`src/hw/pom_pkg.sv`:
```
package pom_pkg;
  localparam int         LINE_DEPTH = 8;
  localparam int         FCS_SPAN   = 4;
  localparam logic [7:0] IDX_FIRST  = 8'h00;
  localparam logic [7:0] IDX_MAX    = 8'hff;
  localparam logic [7:0] CF_FIRST   = 8'h08;
  localparam logic [7:0] CF_LAST    = 8'h0d;
  localparam logic [7:0] NS_BYTES   = 8'h04;
  localparam logic [7:0] BYTE_ONE   = 8'h01;
  localparam logic [3:0] TYPE_SYNC  = 4'h0;
  localparam logic [3:0] TYPE_DREQ  = 4'h1;
  localparam logic [1:0] SEC_NONE   = 2'h0;
  localparam logic [1:0] SEC_1B     = 2'h1;
  localparam logic [1:0] SEC_4B     = 2'h2;
  localparam logic [1:0] CORR_A     = 2'h1;
  localparam logic [1:0] CORR_B     = 2'h2;
  localparam logic [1:0] CORR_C     = 2'h3;
  localparam logic [1:0] FCS_FIRST  = 2'h0;
  localparam logic [31:0] CRC_INIT  = 32'hffffffff;
  localparam logic [31:0] CRC_POLY  = 32'hedb88320;

  typedef struct packed {
    logic       valid;
    logic       sop;
    logic       eop;
    logic       hdr;
    logic       fcs;
    logic [7:0] idx;
    logic [7:0] data;
  } pom_ent_s;

  function automatic logic [7:0] pom_sec_len(input logic [1:0] s);
    if (s == SEC_NONE)
      return 8'h00;
    else if (s == SEC_1B)
      return 8'h01;
    else if (s == SEC_4B)
      return 8'h04;
    return 8'h06;
  endfunction

  function automatic logic [47:0] pom_pick(input logic [1:0]  s,
                                           input logic [31:0] a,
                                           input logic [31:0] b,
                                           input logic [31:0] c);
    logic [31:0] v;
    v = 32'h0;
    if (s == CORR_A)
      v = a;
    else if (s == CORR_B)
      v = b;
    else if (s == CORR_C)
      v = c;
    return {{16{v[31]}}, v};
  endfunction
endpackage

```
`src/hw/pom_fcs_if.sv`:
```
`timescale 1ns/1ps
`default_nettype none
interface pom_fcs_if;
  logic        start;
  logic        upd;
  logic [7:0]  data;
  logic [31:0] fcs;
  modport gen (input start, input upd, input data, output fcs);
  modport usr (output start, output upd, output data, input fcs);
endinterface
`default_nettype wire

```
`src/hw/pom_fcs.sv`:
```
`timescale 1ns/1ps
`default_nettype none
module pom_fcs (
  input  wire logic mclk_in,
  input  wire logic rst_n_in,
  pom_fcs_if.gen    fcs_io
);
  logic [31:0] crc;
  logic [31:0] next_crc;

  function automatic logic [31:0] crc_byte(input logic [31:0] c,
                                           input logic [7:0]  d);
    logic [31:0] r;
    r = c ^ {24'h0, d};
    for (int k = 0; k < 8; k++)
      r = r[0] ? ((r >> 1) ^ pom_pkg::CRC_POLY) : (r >> 1);
    return r;
  endfunction

  always_comb
  begin
    next_crc = crc;
    if (fcs_io.upd)
      next_crc = crc_byte(fcs_io.start ? pom_pkg::CRC_INIT : crc,
                          fcs_io.data);
  end

  always_ff @(posedge mclk_in)
  begin
    if (!rst_n_in)
      crc <= pom_pkg::CRC_INIT;
    else
      crc <= next_crc;
  end

  assign fcs_io.fcs = ~crc;
endmodule
`default_nettype wire

```
`src/hw/pom_top.sv`:
```
// Summary of operation
// - Egress clear zeroes the seconds and nanoseconds bytes.
// - Ingress messages get 1, 4 or 6 seconds bytes unless disabled.
// - Seconds offset counts from header start, unused when disabled.
// - Nanoseconds insertion writes all four nanoseconds bytes.
// - Nanoseconds offset counts from header start, unused when off.
// - Only types with their insertion enable set get time inserted.
// - Ingress insertion has one enable per message type 0 to 7.
// - Three correction values, added on ingress, subtracted on egress.
// - Per type and direction a field picks the correction value.
// - Correction value A doubles as the asymmetry correction.
// - Mean path delay is added to ingress Sync correctionField.
// - Circuit emulation mode leaves correctionField untouched; stamps still go in.
// - A pps edge captures the time, nanoseconds give phase error.
// - Residence correction for Sync and Delay_Req when enabled.
// - Egress insertion has its own per-type enables.
`timescale 1ns/1ps
`default_nettype none
module pom_top (
  input  wire logic        mclk_in,
  input  wire logic        rst_n_in,
  input  wire logic        in_valid_in,
  input  wire logic [7:0]  in_data_in,
  input  wire logic        in_sop_in,
  input  wire logic        in_eop_in,
  input  wire logic        ptp_start_in,
  input  wire logic        ingress_in,
  input  wire logic [47:0] time_sec_in,
  input  wire logic [31:0] time_ns_in,
  input  wire logic        pps_in,
  input  wire logic        egress_ts_clear_en_in,
  input  wire logic [1:0]  seconds_insert_size_in,
  input  wire logic [7:0]  seconds_insert_offset_in,
  input  wire logic        nanos_insert_en_in,
  input  wire logic [7:0]  nanos_insert_offset_in,
  input  wire logic [7:0]  rx_ts_write_enables_in,
  input  wire logic [7:0]  tx_ts_write_enables_in,
  input  wire logic [31:0] correction_value_a_in,
  input  wire logic [31:0] correction_value_b_in,
  input  wire logic [31:0] correction_value_c_in,
  input  wire logic [15:0] rx_correction_select_in,
  input  wire logic [15:0] tx_correction_select_in,
  input  wire logic [31:0] mean_path_delay_in,
  input  wire logic        mean_path_delay_en_in,
  input  wire logic        residence_corr_en_in,
  input  wire logic        cem_mode_in,
  output logic             out_valid_out,
  output logic [7:0]       out_data_out,
  output logic             out_sop_out,
  output logic             out_eop_out,
  output logic             event_stamp_valid_out,
  output logic [47:0]      event_stamp_sec_out,
  output logic [31:0]      event_stamp_ns_out
);
  localparam int D = pom_pkg::LINE_DEPTH;

  pom_pkg::pom_ent_s line [D];
  pom_pkg::pom_ent_s next_line [D];
  pom_pkg::pom_ent_s ent_in;
  pom_pkg::pom_ent_s e;
  logic        drain, next_drain, in_hdr, next_in_hdr, adv;
  logic [7:0]  idx_cnt, next_idx_cnt;
  logic        fr_rx, next_fr_rx;
  logic [3:0]  fr_type, next_fr_type;
  logic [47:0] fr_sec, next_fr_sec, cf_raw, next_cf_raw;
  logic [47:0] cf_new, next_cf_new, adj, corr48, cf_sh, sec_sh;
  logic [31:0] fr_ns, next_fr_ns, ns_sh, fcs_sh;
  logic [1:0]  sel2, fcs_cnt, next_fcs_cnt;
  logic [7:0]  sec_n, sec_rel, ns_rel, od;
  logic        ins_ok, clr_ok, sec_hit, ns_hit, cf_hit;
  logic        next_out_valid, next_out_sop, next_out_eop;
  logic [7:0]  next_out_data;
  logic        pps_s1, pps_s2, pps_s3;
  pom_fcs_if   fcs_io ();

  pom_fcs u_fcs (
    .mclk_in  (mclk_in),
    .rst_n_in (rst_n_in),
    .fcs_io   (fcs_io)
  );

  // Input side, delay line and frame context
  always_comb
  begin
    ent_in       = '0;
    ent_in.valid = in_valid_in;
    ent_in.sop   = in_sop_in;
    ent_in.eop   = in_eop_in;
    ent_in.data  = in_data_in;
    ent_in.hdr   = in_valid_in & (ptp_start_in | in_hdr);
    ent_in.idx   = ptp_start_in ? pom_pkg::IDX_FIRST : idx_cnt;
    ent_in.fcs   = in_valid_in & in_eop_in;
    // Gaps inside a frame hold the line so byte spacing stays fixed
    adv          = in_valid_in | drain;
    next_line    = line;
    next_drain   = drain;
    next_in_hdr  = in_hdr;
    next_idx_cnt = idx_cnt;
    next_fr_rx   = fr_rx;
    next_fr_sec  = fr_sec;
    next_fr_ns   = fr_ns;
    next_fr_type = fr_type;
    next_cf_raw  = cf_raw;
    next_cf_new  = cf_new;
    if (adv)
    begin
      next_line[0] = ent_in;
      for (int i = 1; i < D; i++)
        next_line[i] = line[i-1];
      if (ent_in.fcs)
        for (int i = 1; i < pom_pkg::FCS_SPAN; i++)
          next_line[i].fcs = 1'b1;
    end
    if (in_valid_in)
    begin
      if (in_eop_in)
        next_drain = 1'b1;
      else if (in_sop_in)
        next_drain = 1'b0;
      if (in_eop_in)
        next_in_hdr = 1'b0;
      else if (ptp_start_in)
        next_in_hdr = 1'b1;
      if (ent_in.hdr && ent_in.idx != pom_pkg::IDX_MAX)
        next_idx_cnt = ent_in.idx + pom_pkg::BYTE_ONE;
      if (in_sop_in)
      begin
        next_fr_rx  = ingress_in;
        next_fr_sec = time_sec_in;
        next_fr_ns  = time_ns_in;
      end
      if (ent_in.hdr && ent_in.idx == pom_pkg::IDX_FIRST)
        next_fr_type = in_data_in[3:0];
      if (ent_in.hdr && ent_in.idx >= pom_pkg::CF_FIRST &&
          ent_in.idx <= pom_pkg::CF_LAST)
        next_cf_raw = {cf_raw[39:0], in_data_in};
      // Sum ready before byte 8 leaves
      if (ent_in.hdr && ent_in.idx == pom_pkg::CF_LAST)
        next_cf_new = next_cf_raw + adj;
    end
  end

  always_ff @(posedge mclk_in)
  begin
    if (!rst_n_in)
    begin
      for (int i = 0; i < D; i++)
        line[i] <= '0;
      drain   <= 1'b0;
      in_hdr  <= 1'b0;
      idx_cnt <= pom_pkg::IDX_FIRST;
      fr_rx   <= 1'b0;
      fr_type <= pom_pkg::TYPE_SYNC;
      fr_sec  <= '0;
      fr_ns   <= '0;
      cf_raw  <= '0;
      cf_new  <= '0;
    end
    else
    begin
      line    <= next_line;
      drain   <= next_drain;
      in_hdr  <= next_in_hdr;
      idx_cnt <= next_idx_cnt;
      fr_rx   <= next_fr_rx;
      fr_type <= next_fr_type;
      fr_sec  <= next_fr_sec;
      fr_ns   <= next_fr_ns;
      cf_raw  <= next_cf_raw;
      cf_new  <= next_cf_new;
    end
  end

  // Output side: byte substitution and fcs
  always_comb
  begin
    e = line[D-1];
    sel2 = fr_rx ? rx_correction_select_in[{fr_type[2:0], 1'b0} +: 2]
                 : tx_correction_select_in[{fr_type[2:0], 1'b0} +: 2];
    // Value A is also the asymmetry term
    corr48 = fr_type[3] ? 48'h0
           : pom_pkg::pom_pick(sel2, correction_value_a_in,
                               correction_value_b_in, correction_value_c_in);
    // Add on ingress, subtract on egress
    adj = fr_rx ? corr48 : -corr48;
    // Mean path delay on ingress Sync
    if (fr_rx && fr_type == pom_pkg::TYPE_SYNC && mean_path_delay_en_in)
      adj = adj + {16'h0, mean_path_delay_in};
    if (residence_corr_en_in && (fr_type == pom_pkg::TYPE_SYNC ||
                                 fr_type == pom_pkg::TYPE_DREQ))
      adj = fr_rx ? adj - {16'h0, fr_ns} : adj + {16'h0, fr_ns};
    if (cem_mode_in)
      adj = 48'h0;
    ins_ok  = !fr_type[3] && (fr_rx ? rx_ts_write_enables_in[fr_type[2:0]]
                                    : tx_ts_write_enables_in[fr_type[2:0]]);
    // Types 8 to 15 stay untouched
    clr_ok  = !fr_type[3] && !fr_rx && egress_ts_clear_en_in;
    sec_n   = pom_pkg::pom_sec_len(seconds_insert_size_in);
    sec_rel = e.idx - seconds_insert_offset_in;
    ns_rel  = e.idx - nanos_insert_offset_in;
    sec_hit = e.hdr && sec_n != 8'h00 &&
              e.idx >= seconds_insert_offset_in && sec_rel < sec_n;
    ns_hit  = e.hdr && nanos_insert_en_in &&
              e.idx >= nanos_insert_offset_in && ns_rel < pom_pkg::NS_BYTES;
    cf_hit  = e.hdr && !cem_mode_in &&
              e.idx >= pom_pkg::CF_FIRST && e.idx <= pom_pkg::CF_LAST;
    cf_sh   = cf_new >> {pom_pkg::CF_LAST - e.idx, 3'h0};
    sec_sh  = fr_sec >> {sec_n - pom_pkg::BYTE_ONE - sec_rel, 3'h0};
    ns_sh   = fr_ns >> {pom_pkg::NS_BYTES - pom_pkg::BYTE_ONE - ns_rel, 3'h0};
    fcs_sh  = fcs_io.fcs >> {fcs_cnt, 3'h0};
    od = e.data;
    if (cf_hit)
      od = cf_sh[7:0];
    if (sec_hit && ins_ok)
      od = sec_sh[7:0];
    else if (sec_hit && clr_ok)
      od = 8'h00;
    if (ns_hit && ins_ok)
      od = ns_sh[7:0];
    else if (ns_hit && clr_ok)
      od = 8'h00;
    if (e.fcs)
      od = fcs_sh[7:0];
    fcs_io.upd     = adv & e.valid & !e.fcs;
    fcs_io.start   = e.sop;
    fcs_io.data    = od;
    next_out_valid = adv & e.valid;
    next_out_data  = od;
    next_out_sop   = adv & e.valid & e.sop;
    next_out_eop   = adv & e.valid & e.eop;
    next_fcs_cnt   = fcs_cnt;
    if (adv && e.valid)
      next_fcs_cnt = e.fcs ? fcs_cnt + 2'h1 : pom_pkg::FCS_FIRST;
  end

  always_ff @(posedge mclk_in)
  begin
    if (!rst_n_in)
    begin
      out_valid_out <= 1'b0;
      out_data_out  <= 8'h00;
      out_sop_out   <= 1'b0;
      out_eop_out   <= 1'b0;
      fcs_cnt       <= pom_pkg::FCS_FIRST;
    end
    else
    begin
      out_valid_out <= next_out_valid;
      out_data_out  <= next_out_data;
      out_sop_out   <= next_out_sop;
      out_eop_out   <= next_out_eop;
      fcs_cnt       <= next_fcs_cnt;
    end
  end

  always_ff @(posedge mclk_in)
  begin
    if (!rst_n_in)
    begin
      pps_s1                <= 1'b0;
      pps_s2                <= 1'b0;
      pps_s3                <= 1'b0;
      event_stamp_valid_out <= 1'b0;
      event_stamp_sec_out   <= '0;
      event_stamp_ns_out    <= '0;
    end
    else
    begin
      pps_s1                <= pps_in;
      pps_s2                <= pps_s1;
      pps_s3                <= pps_s2;
      event_stamp_valid_out <= pps_s2 ^ pps_s3;
      if (pps_s2 ^ pps_s3)
      begin
        event_stamp_sec_out <= time_sec_in;
        event_stamp_ns_out  <= time_ns_in;
      end
    end
  end
endmodule
`default_nettype wire

```
`config.mk`:
```
export PLATFORM = sky130hd
export DESIGN_NAME = pom_top
export DESIGN_NICKNAME = d
export VERILOG_FILES = /design/src/hw/pom_pkg.sv /design/src/hw/pom_fcs_if.sv /design/src/hw/pom_fcs.sv /design/src/hw/pom_top.sv
export SDC_FILE = /design/constraint.sdc
export NUM_CORES = 2
export LEC_CHECK = 0
export BUFFER_PORTS_ARGS = -buffer_cell sky130_fd_sc_hd__buf_2
export CAP_MARGIN = 20
export CELL_PAD_IN_SITES_DETAIL_PLACEMENT = 1
export CELL_PAD_IN_SITES_GLOBAL_PLACEMENT = 2
export CORE_AREA = 2 2 355 357
export DETAILED_ROUTE_END_ITERATION = 10
export DIE_AREA = 0 0 357 359
export GPL_TIMING_DRIVEN = 0
export PLACE_DENSITY = 0.65
export SLEW_MARGIN = 0
export SYNTH_ARGS = -nofsm -noshare
export SYNTH_HDL_FRONTEND = slang
export SYNTH_SLANG_ARGS = --single-unit
```
`constraint.sdc`:
```
create_clock -name mclk_in -period 13.85 [get_ports mclk_in]
set_clock_uncertainty 0.2 [all_clocks]
set_input_delay 2.77 -clock mclk_in [delete_from_list [all_inputs] [get_ports mclk_in]]
set_output_delay 2.77 -clock mclk_in [all_outputs]
set_load 0.02 [all_outputs]
```
==> impl_metrics.yaml <==
run_status:
  status: "finished, final reports clean"
yosys:
  synth-edff-count: 0
  ys_seq_area_share_pct: 31.65
  yosysTopAreaCell: "dfxtp_1"
  yosys_warnings: 0
  synth_fp_nets: 4391
  syn_inst: 3933
  yosysMostFrequentCell: "nand2_1"
  synth.distinct_cells: 119
  synthTopCellsByCount: "nand2_1 (870), a21oi_1 (572), dfxtp_1 (488), nor2_1 (240), clkbuf_1 (200)"
  syn_avg_cell_area_um2: 7.848
  netlist.area_leader.share_pct: 31.65
  synth_seq_cells: 488
  synth.area.top_cells: "dfxtp_1 (32%), nand2_1 (11%), a21oi_1 (9.3%), ha_1 (6.4%), xnor2_1 (4.2%)"
  synthArstFlopShare_pct: 0
  synth_area_um2: 30860
  synth_ff_type: "dfxtp_1"
routing:
  initialDrtViolationCount: 1658
  firstDrtPassIters: 5
  wl_um: 136000
  vias: 29940
  post_drt_wl_per_cell_um: 22.33
  route.detailed.drc: 0
  viasPerCell: 4.915
  ant_nets: 0
clock_network:
  cts_sinks: 488
  cts_buffers: 58
  clkLatencyLatePin_ns: 0.67
  cts_hold_buf: 0
  cts_buffer_depth: 3
  path_clk_slew_ns: 0.06
  cts_tree: "done"
  cts_max_level: 2
  cts-root-buf: "clkbuf_16"
critical_path:
  cp_top_family: "compound AO/OA/AOI/OAI gates"
  cp_common_cell: "a21oi_1"
  arrival_ns: 13.57
  cp.required_ns: 14.25
  rrSetupSlack_ns: 2.12
  crit_type: "primary input to register"
  critPathSlowestCell: "a2111o_1"
  crit_buf_inv: 5
  start_kind: "primary input"
  critPathMaxFanout: 10
  slowest_delay_ns: 0.50
  setup.worst_path.end_class: "register"
cells_and_area:
  drive_above_1_share_pct: 15.85
  nNetsFinal: 4843
  syn_to_final_growth_pct: 19.79
pwr:
  pwr-share-comb_pct: 35.2
  switching_power_mw: 1.734
  p_leak_nw: 15.12
  internal_power_mw: 2.923
  seqPwrFrac_pct: 31.3
  power.total_mw: 4.657
  swShare_pct: 37.23
  power_density_nw_per_um2: 126.0
  ir_worst_vdd_uv: 92.33
  power_frac_clock_pct: 33.5
floorplan:
  initial_core_util_pct: 24.77
  coreArea_um2: 124600
  die_y_um: 359
  die_x_um: 357
  io_pins: 387
  rows: 130
  design.die.area_um2: 128200
grt:
  overflow: 0
  gr-usage-all-layers_pct: 20.78
  grt_pass1_wl_um: 201900
  antenna_found_initial: 16
  grt_max_degree: 16
  grt_pass1_vias: 30900
sta:
  period_needed_ns: 13.16
  tightestPinTransition_ns: 1.201
  worst_slack_ns: 0.6886
  relSlewSlack_pct: 19.91
  finalCritPeriodShare_pct: 95.03
  hold_ws_ns: 0.2527
  rsz0062_at_grt: "no"
  hold_viol_final: 0
  fmax_mhz: 75.98
  setup-violations-final: 0
  drv_slew: 0
flow_run:
  maxCapViolCount: 0
placement:
  portBuffers: 385
  gp_congestion: 0.8799
  dp_hpwl_um: 110300
  pre_cts_slack_ns: -0.4063
worst_hold_path:
  hp-class: "register to register"
-- flip-flops by register name, summed over array words and instances (netlist names), 2 cells and up --
| name | count |
|---|---|
| line | 147 |
| cf_raw | 48 |
| u_fcs.crc | 32 |
| fcs_cnt | 2 |
| fr_ns | 32 |
| fr_type | 4 |
| idx_cnt | 8 |
| event_stamp_sec_out | 48 |
| fr_sec | 48 |
| cf_new | 48 |
| event_stamp_ns_out | 32 |
| out_data_out | 8 |
| e | 20 |
-- worst min-delay path, cell delays in order (launching register included) --
cell     delay (ns)
dfxtp_1        0.30
nand2_1        0.05
a21oi_1        0.05
-- layout by cell type, fill, tap and decap left out, types with 11 or more instances in the layout --
master and instances:
nand2_1 870, a21oi_1 570, dfxtp_1 488, buf_2 393, nor2_1 240, clkbuf_1 209
ha_1 156, xnor2_1 146, o21ai_0 113, a21o_1 100, inv_1 91, xor2_1 81
mux2i_1 74, and2_1 68, mux2_2 59, clkbuf_16 59, nor3_1 42, nand3_1 41
mux4_2 39, o211ai_1 33, nand2b_1 28, a211oi_1 28, o21a_1 26, nor2b_1 25
o2bb2ai_1 23, and3_1 22, a31oi_1 21, nand4_1 20, buf_1 15, o21ai_1 14
o21bai_1 14, clkinv_2 14, nor4_1 12, or2_2 12, o22ai_1 11
-- power by group through the flow --
stage          Combinational (mW)  Sequential [mW]  Clock, mW
6_report                     1.64             1.46       1.56
5_1_grt                      1.81             1.46       1.66
4_1_cts                      1.62             1.46       1.61
3_5_place_dp                 1.61             1.49          0
3_3_place_gp                 1.60             1.49          0
2_1_floorplan                1.11             1.49          0
-- cell type report --
type	count	area, um2
Antenna cell	7	17.52
Buffer	233	979.7
Clock buffer	79	1642
Clock inverter	30	265.3
Fill cell	15270	87620
Inverter	96	361.6
Multi-Input combinational cell	3114	19870
Sequential cell	488	9769
Tap cell	1650	2064
Timing Repair Buffer	394	2002
-- cell families after synthesis --
kind of cell               Yosys count  share of synthesized area [%]
adders and majority gates          163                          6.754
DFF                                488                          31.65
xor gates and xnor gates           242                          7.467
and+or+nand+nor                   1451                          20.74
buffers and inverters              331                          4.358
muxes                              180                          7.759
AOI/OAI and AO/OA                 1078                          21.27
-- metrics by stage --
| step | utilization, % | setup TNS, ns | area [um2] | instances |
|---|---|---|---|---|
| 6_report | 29.67 | 0 | 36970 | 6091 |
| 5_1_grt | 29.67 | 0 | 36970 | 6091 |
| 4_1_cts | 29.54 | 0 | 36810 | 6080 |
| 3_5_place_dp | 28.01 | -2.108 | 34900 | 5971 |
| 3_3_place_gp | 27.98 | -2.542 | 34860 | 5968 |
| 2_1_floorplan | - | 0 | 30860 | 3933 |
-- path summary, 6_finish.rpt --
check | endpoint | cells after the start | start
max | cf_new[47] | 50 | tx_correction_select_in[11]
min | event_stamp_sec_out[22] | 2 | event_stamp_sec_out[22]
max reg2reg | cf_new[47] | 50 | fr_type[2]
min reg2reg | event_stamp_sec_out[22] | 2 | event_stamp_sec_out[22]
-- routing by layer --
metal / GRT usage (%) / vias up / wire length, um
met4: 5.693 / 8 / 3529
met5: 0 / - / 50
met1: 27.99 / 14620 / 63630
met2: 34.39 / 560 / 63300
met3: 3.005 / 147 / 5497
li1: - / 14600 / -
-- repair_timing --
item | in CTS | in global routing
setup endpoints to repair | 0 | 14
resized for setup | 0 | 23
endpoints found under the hold margin | 0 | 0
buffers inserted | 0 | 6
Power figures use the tool's default switching activity.
